$ cat src/hdl/watchdog_pkg.sv
// Constants and types shared by the operating watchdog timer
// Overview of operation
// - Six-bit counter advances on each carry out of the twelve-bit prescaler, or out of its low seven bits with the short option.
// - Unserviced counter overflows and raises reset; build option picks short or long period.
// - Any write to the service location clears counter and prescaler stages 5..12.
// - Overflow drives reset pin low 32 clocks and sets the watchdog cause bit.
// - Reading the service location returns the reset vector low byte.
// - In monitor mode a high test voltage on reset or first irq pin disables it.
// - In break state a high test voltage on the reset pin disables it.
// - Stop instruction clears prescaler and gates the clock off during stop mode.
// - Power-up logic clears the prescaler 4096 clocks after power is applied.
// - Any internal reset clears both prescaler and counter.
// - A reset vector fetch clears the prescaler.
// - No interrupt or DMA requests; the only action is reset.
// - Counting continues in wait mode; routines there must service it.
// - Build option disables the stop instruction so the watchdog cannot be halted.
package watchdog_pkg;
    localparam logic [15:0] SERVICE_ADDR     = 16'hFFFF;
    localparam int          PRESCALE_BITS    = 12;
    localparam int          COUNTER_BITS     = 6;
    localparam int          SERVICE_LOW_BIT  = 4;      // Stage 5 is bit index 4
    localparam logic [11:0] PRESCALE_CLEARED = 12'h000;
    localparam logic [5:0]  COUNTER_CLEARED  = 6'h00;
    localparam logic [11:0] SHORT_PRESCALE_TOP = 12'h07F; // Short option wraps low 7 bits here
    localparam logic [11:0] LONG_OVERFLOW_AT   = 12'hFEF; // 2^4 cycles before a full wrap
    localparam logic [11:0] SHORT_OVERFLOW_AT  = 12'h06F; // 2^4 cycles before a short wrap
    localparam int          RESET_PULSE_CYCLES = 32;
    localparam int          POWER_UP_CYCLES    = 4096;
    localparam logic [12:0] POWER_UP_COUNT     = 13'(POWER_UP_CYCLES);

    typedef struct packed {
        logic        write;
        logic        read;
        logic [15:0] addr;
        logic [7:0]  wdata;
    } bus_req_type;

    typedef struct packed {
        logic stop_exec;
        logic in_stop;
        logic monitor_mode;
        logic break_state;
        logic reset_pin_high_v;
        logic irq_pin_high_v;
        logic vector_fetch;
        logic internal_reset;
    } core_status_type;
endpackage

$ cat src/hdl/operating_watchdog_timer.sv
// Operating watchdog timer: prescaler, counter, service location and reset output
`timescale 1ns/1ps
module operating_watchdog_timer #(
    parameter bit          LONG_TIMEOUT    = 1'b1,  // Build option: 2^18-2^4 when set
    parameter bit          STOP_DISABLE    = 1'b0,  // Build option: ignore stop instruction
    parameter int          POWER_UP_CYCLES = watchdog_pkg::POWER_UP_CYCLES,
    parameter logic [7:0]  VECTOR_LOW      = 8'h00  // Arbitrary reset vector low byte
) (
    input  wire logic                        core_clk_in,
    input  wire logic                        reset_in,
    input  wire watchdog_pkg::bus_req_type    bus_in,
    input  wire watchdog_pkg::core_status_type status_in,
    output logic [7:0]                       rdata_out,
    output logic                             rdata_valid_out,
    output logic                             reset_pin_n_out,
    output logic                             chip_reset_out,
    output logic                             watchdog_reset_cause_bit_out,
    output logic                             stop_allowed_out
);
    typedef struct packed {
        logic [11:0] prescale;
        logic [5:0]  counter;
        logic [7:0]  rdata;
        logic        rvalid;
        logic        fire;
        logic        chip_reset;
        logic        cause;
        logic        stop_ok;
    } state_type;
    state_type cur_r, cur_nxt;

    logic power_up_clear;
    logic pin_n;
    logic service;
    logic disabled;
    logic clock_on;
    logic carry;
    logic overflow;

    // Power-up delay clears the prescaler once
    watchdog_power_up #(.CYCLES(POWER_UP_CYCLES)) u_power_up (
        .core_clk_in (core_clk_in),
        .reset_in    (reset_in),
        .clear_out   (power_up_clear)
    );

    // Stretches an overflow into the fixed-length external reset pulse
    watchdog_pulse_gen u_pulse (
        .core_clk_in (core_clk_in),
        .reset_in    (reset_in),
        .fire_in     (cur_r.fire),
        .pin_n_out   (pin_n)
    );

    // Decode of a service write; data value is ignored
    assign service = bus_in.write && (bus_in.addr == watchdog_pkg::SERVICE_ADDR);

    // Test-voltage disables in monitor and break states
    assign disabled = (status_in.monitor_mode
                       && (status_in.reset_pin_high_v || status_in.irq_pin_high_v))
                    || (status_in.break_state && status_in.reset_pin_high_v);

    // Oscillator clock is gated off in stop mode and while test-voltage disabled; wait mode keeps counting
    assign clock_on = !(status_in.in_stop && !STOP_DISABLE) && !disabled;

    localparam logic [11:0] PRESCALE_ONES = 12'hFFF;

    // Short option wraps the prescaler early so the counter carries every 2^7 cycles
    assign carry = LONG_TIMEOUT ? (cur_r.prescale == PRESCALE_ONES)
                                : (cur_r.prescale[6:0] == watchdog_pkg::SHORT_PRESCALE_TOP[6:0]);

    // Overflow lands 2^4 cycles before the counter would wrap, so the period is 2^n-2^4
    assign overflow = clock_on && (cur_r.counter == 6'h3F)
                    && (LONG_TIMEOUT
                        ? (cur_r.prescale == watchdog_pkg::LONG_OVERFLOW_AT)
                        : (cur_r.prescale[6:0] == watchdog_pkg::SHORT_OVERFLOW_AT[6:0]));

    // Prescaler, counter, read port and overflow handling
    always_comb begin
        cur_nxt         = cur_r;
        cur_nxt.fire    = 1'b0;
        cur_nxt.rvalid  = bus_in.read;
        cur_nxt.rdata   = 8'h00;
        cur_nxt.stop_ok = !STOP_DISABLE;
        if (bus_in.read && bus_in.addr == watchdog_pkg::SERVICE_ADDR) begin
            cur_nxt.rdata = VECTOR_LOW;
        end
        if (clock_on) begin
            cur_nxt.prescale = cur_r.prescale + 12'h001;
            if (!LONG_TIMEOUT && carry) begin
                cur_nxt.prescale = watchdog_pkg::PRESCALE_CLEARED;
            end
            if (carry) begin
                cur_nxt.counter = cur_r.counter + 6'h01;
            end
        end
        if (overflow && !service) begin
            cur_nxt.fire       = 1'b1;
            cur_nxt.chip_reset = 1'b1;
            cur_nxt.cause      = 1'b1;
        end
        if (service) begin
            cur_nxt.counter = watchdog_pkg::COUNTER_CLEARED;
            cur_nxt.prescale[11:watchdog_pkg::SERVICE_LOW_BIT] = 8'h00;
        end
        if ((status_in.stop_exec && !STOP_DISABLE) || power_up_clear
            || status_in.vector_fetch) begin
            cur_nxt.prescale = watchdog_pkg::PRESCALE_CLEARED;
        end
        if (status_in.internal_reset) begin
            cur_nxt.prescale   = watchdog_pkg::PRESCALE_CLEARED;
            cur_nxt.counter    = watchdog_pkg::COUNTER_CLEARED;
            cur_nxt.chip_reset = 1'b0;
        end
    end

    // Cause bit survives internal reset so software can read why it restarted
    always_ff @(posedge core_clk_in) begin
        if (reset_in) begin
            cur_r <= '{prescale: 12'h000, counter: 6'h00, rdata: 8'h00, rvalid: 1'b0,
                       fire: 1'b0, chip_reset: 1'b0, cause: 1'b0, stop_ok: 1'b0};
        end else begin
            cur_r <= cur_nxt;
        end
    end

    // Only reset leaves the block; no interrupt or DMA request exists
    assign rdata_out                    = cur_r.rdata;
    assign rdata_valid_out              = cur_r.rvalid;
    assign reset_pin_n_out              = pin_n;
    assign chip_reset_out               = cur_r.chip_reset;
    assign watchdog_reset_cause_bit_out = cur_r.cause;
    assign stop_allowed_out             = cur_r.stop_ok;
endmodule

$ cat src/hdl/watchdog_power_up.sv
// Power-up delay that fires one prescaler clear after a fixed count
`timescale 1ns/1ps
module watchdog_power_up #(
    parameter int CYCLES = watchdog_pkg::POWER_UP_CYCLES
) (
    input  wire logic core_clk_in,
    input  wire logic reset_in,
    output logic      clear_out
);
    typedef struct packed {
        logic [12:0] count;
        logic        done;
        logic        clear;
    } state_type;
    state_type cur_r, cur_nxt;

    // One pulse when the count reaches its end, then idle until power-up reset again
    always_comb begin
        cur_nxt       = cur_r;
        cur_nxt.clear = 1'b0;
        if (!cur_r.done) begin
            if (cur_r.count == 13'(CYCLES - 1)) begin
                cur_nxt.done  = 1'b1;
                cur_nxt.clear = 1'b1;
            end else begin
                cur_nxt.count = cur_r.count + 13'h0001;
            end
        end
    end

    always_ff @(posedge core_clk_in) begin
        if (reset_in) begin
            cur_r <= '{count: 13'h0000, done: 1'b0, clear: 1'b0};
        end else begin
            cur_r <= cur_nxt;
        end
    end
    assign clear_out = cur_r.clear;
endmodule

$ cat src/hdl/watchdog_pulse_gen.sv
// Fixed-length active-low reset pulse stretcher
`timescale 1ns/1ps
module watchdog_pulse_gen #(
    parameter int LENGTH = watchdog_pkg::RESET_PULSE_CYCLES
) (
    input  wire logic core_clk_in,
    input  wire logic reset_in,
    input  wire logic fire_in,
    output logic      pin_n_out
);
    typedef struct packed {
        logic [5:0] count;
        logic       pin_n;
    } state_type;
    state_type cur_r, cur_nxt;

    // Count down while the pin is held low; a new fire restarts the pulse
    always_comb begin
        cur_nxt = cur_r;
        if (fire_in) begin
            cur_nxt.count = 6'(LENGTH - 1);
            cur_nxt.pin_n = 1'b0;
        end else if (!cur_r.pin_n) begin
            if (cur_r.count == 6'h00) begin
                cur_nxt.pin_n = 1'b1;
            end else begin
                cur_nxt.count = cur_r.count - 6'h01;
            end
        end
    end

    always_ff @(posedge core_clk_in) begin
        if (reset_in) begin
            cur_r <= '{count: 6'h00, pin_n: 1'b1};
        end else begin
            cur_r <= cur_nxt;
        end
    end
    assign pin_n_out = cur_r.pin_n;
endmodule

$ cat config.mk
export PLATFORM = sky130hd
export DESIGN_NAME = operating_watchdog_timer
export DESIGN_NICKNAME = d
export VERILOG_FILES = /design/src/hdl/watchdog_pkg.sv /design/src/hdl/operating_watchdog_timer.sv /design/src/hdl/watchdog_power_up.sv /design/src/hdl/watchdog_pulse_gen.sv
export SDC_FILE = /design/constraint.sdc
export NUM_CORES = 1
export LEC_CHECK = 0
export BUFFER_PORTS_ARGS = -buffer_cell sky130_fd_sc_hd__buf_2
export CAP_MARGIN = 10
export CORE_MARGIN = 2
export CORE_UTILIZATION = 40
export CTS_CLUSTER_SIZE = 40
export DETAILED_ROUTE_END_ITERATION = 10
export PLACE_DENSITY = 0.68
export SYNTH_ARGS = -nofsm -noshare
export SYNTH_HDL_FRONTEND = slang
export SYNTH_HIERARCHICAL = 1
export SYNTH_SLANG_ARGS = --single-unit
$ cat constraint.sdc
create_clock -name core_clk_in -period 2.4 [get_ports core_clk_in]
set_input_delay 0.12 -clock core_clk_in [delete_from_list [all_inputs] [get_ports core_clk_in]]
set_output_delay 0.12 -clock core_clk_in [all_outputs]
set_load 0.02 [all_outputs]
==> qor.csv <==
metric,value,unit
post-route-drc-count,0,
seqPwrFrac,56.5,%
routed_wl,4560,microns
crit_type,flop to flop,
clk_latency,0.30,ns
synth_edf_count,0,
leakage,0.000906,uW
cts_root_buf,clkbuf_8,
ys_async_sr_fraction,0,%
yosysWarnings,6,
nets,331,
p_sw_share,22.5,%
power_density,525,nW/um^2
hold_path_class,primary input to flop,
cts.htree.levels,2,
ant_nets,0,
die_h,79.1,microns
drive_gt1_share,18.6,%
critical_path_required,2.63,ns
synth_mux_area_share,1.39,%
place_inst,355,
rsz0062_at_grt,false,
cts_resized,0,
synth_top_family_by_area,simple AND/OR/NAND/NOR gates,
peakVddDrop,0.344,mV
syn_area,2260,sq um
critPathMaxFanout,6,
start_util,41.2,%
gp_congestion,0.779,
cts_made_buffers,5,
skew,0.00790,ns
cts_buffer_depth,2,
cts.sinks,45,
track_usage,15.9,%
yosys.area.top_type,dfxtp_1,
synth_flop_cell,dfxtp_1,
area_growth,13.5,%
die_x,79.1,microns
synth_area_leaders,"dfxtp_1 40%, nor2_1 3.3%, or3_1 3.0%, a21oi_1 2.9%, ha_1 2.8%",
dpl.hpwl,3340,microns
critPathArrivalTime,2.04,ns
setup_violations,0,
postCtsSetupBuffers,0,
slew_headroom,65.6,%
drv_slew,0,
tritoncts,built,
synthCells,256,
timing.critical_path.mode_cell,or3_1,
cp_cell_sequence,ha_1 -> nand3_2 -> or3_1 -> or3_1 -> a21oi_1,
grt_pass1_wl,7810,microns
grt_overflow_total,0,
ys_seq_area_share,39.9,%
fmax,554,MHz
status,"finished, final reports clean",
place_ws,0.613,ns
cpLargestDelayFamily,simple AND/OR/NAND/NOR gates,
period_needed,1.81,ns
antenna_cells,0,
viasPerCell,5.40,
antenna_found_initial,0,
power.total,1340,uW
synth_fa_ha_area_share,2.77,%
worstSetupEndpointType,flop,
final_util,46.8,%
first_pass_iters,4,
dr_total_vias,1959,
start_kind,flop,
hold_buffers,0,
max_cap_violations,0,
tightest_slew,0.516,ns
hold_viol,0,
synth_compound_area_share,18.5,%
p_sw,303,uW
dieArea,6260,sq um
combPwrFrac,5.4,%
ys_types,56,
io_pins,49,
synth-seq-cells,45,
fin_ws,0.595,ns
power.internal,1040,uW
syn-mean-instance-area,8.82,sq um
grt_max_degree,29,
rows,27,
yosys.area_share.simple,28.4,%
grt_pass1_vias,1826,
clkTransAtPathRegs,0.08,ns
cp_num_buf_inv,0,
yosysTopAreaCellShare,39.9,%
slowest_delay,0.45,ns
layout.cells.non_filler,363,
synth_xor_area_share,3.10,%
crit_slowest_cell,or3_1,
fin_setup_tns,0,ns
clkPwrFrac,38.1,%
io_buffer_count,32,
drt-initial-drc-count,96,
wl_per_cell,12.6,microns
fp.coreArea,5470,sq um
fin_crit_sh,75.2,%
[stage by stage]
| stage | area, sq um | hold WS [ns] |
|---|---|---|
| floorplan | 2280 | 0.177 |
| global placement | 2460 | 0.328 |
| detailed placement | 2460 | 0.354 |
| CTS | 2560 | 0.0378 |
| global route | 2560 | 0.0361 |
| finish | 2560 | 0.0402 |
[cell usage after synthesis, types with 2 or more instances]
cell / count
a211o_1: 2
a211oi_1: 7
a21oi_1: 13
a21oi_2: 2
a31oi_1: 3
and2_1: 2
and3_1: 4
and4_1: 2
buf_2: 2
buf_4: 8
clkbuf_1: 3
dfxtp_1: 45
ha_1: 5
inv_1: 13
mux2i_1: 2
nand2_1: 9
nand2b_1: 2
nand3_1: 7
nand3_2: 2
nand4_1: 9
nand4b_1: 2
nor2_1: 20
nor2b_1: 4
nor3_1: 11
nor3b_1: 3
nor4_1: 3
o2111ai_1: 3
o211ai_1: 2
o21ai_0: 10
o31ai_1: 5
o41ai_1: 3
or3_1: 11
or3_2: 2
or4_1: 6
or4b_2: 2
xnor2_1: 3
xor2_1: 5
[cells by family (layout without fill, tap and decap cells)]
family	count (synthesis)	after routing
muxes	3	3
other	1	8
adders and majority gates	5	5
xor gates and xnor gates	8	8
buffers and inverters	26	54
DFF	45	45
and+or+nand+nor	108	108
AOI/OAI and AO/OA	60	60
[power groups by stage]
stage,clock network (uW),registers [uW],logic [uW]
final,512,760,71.9
after detailed placement,0,777,73.0
after global placement,0,777,71.1
after global routing,555,761,81.0
after floorplan,0,778,46.0
after CTS,527,759,72.8
[layer usage]
layer / part of all wire (%) / GRT usage [%] / wire, microns
met5: 0 / 0 / 0
met4: 2.0 / 6.21 / 90
met3: 3.9 / 4.89 / 180
met2: 45 / 26.9 / 2050
met1: 49 / 18.6 / 2250
[final timing paths]
kind / startpoint / to / slack [ns] / cells past startpoint
min reg2reg: chip_reset_out$_SDFFE_PP0P_ / chip_reset_out$_SDFFE_PP0P_ / 0.45 / 2
max: u_power_up/cur_r[2]$_SDFFE_PP0P_ / u_power_up/cur_r[12]$_SDFFE_PP0P_ / 0.59 / 5
min: bus_in[24] / rdata_valid_out$_SDFF_PP0_ / 0.04 / 2
max reg2reg: u_power_up/cur_r[2]$_SDFFE_PP0P_ / u_power_up/cur_r[12]$_SDFFE_PP0P_ / 0.59 / 5
[sequential cells by signal, indices dropped and copies added, names as in the netlist]
register and cells:
chip_reset_out 1, cur_r 19, rdata_valid_out 1, stop_allowed_out 1, u_power_up/clear_out 1, u_power_up/cur_r 14, u_pulse/cur_r 6, u_pulse/pin_n_out 1
watchdog_reset_cause_bit_out 1
[final cells by class]
cell class                 count  area [sq um]
tap                           72          90.1
timing repair buffer          33           168
multi-input combinational    192          1250
clock inverter                 1          5.00
clock buffer                   7          96.3
sequential                    45           901
inverter                      13          48.8
fill                         540          2910
[worst reg2reg max path: stages (launching register included)]
cell	delay, ns
dfxtp_1	0.41
ha_1	0.26
nand3_2	0.11
or3_1	0.46
or3_1	0.37
a21oi_1	0.14
[cell usage in the layout (no fill, tap or decap), types with 8 or more instances in the layout]
master	n
nand4_1	9
nand2_1	9
inv_1	13
o21ai_0	10
buf_2	32
a21oi_1	13
conb_1	8
nor2_1	20
or3_1	11
dfxtp_1	45
nor3_1	11
No activity file was read; power rests on OpenSTA's default activity.
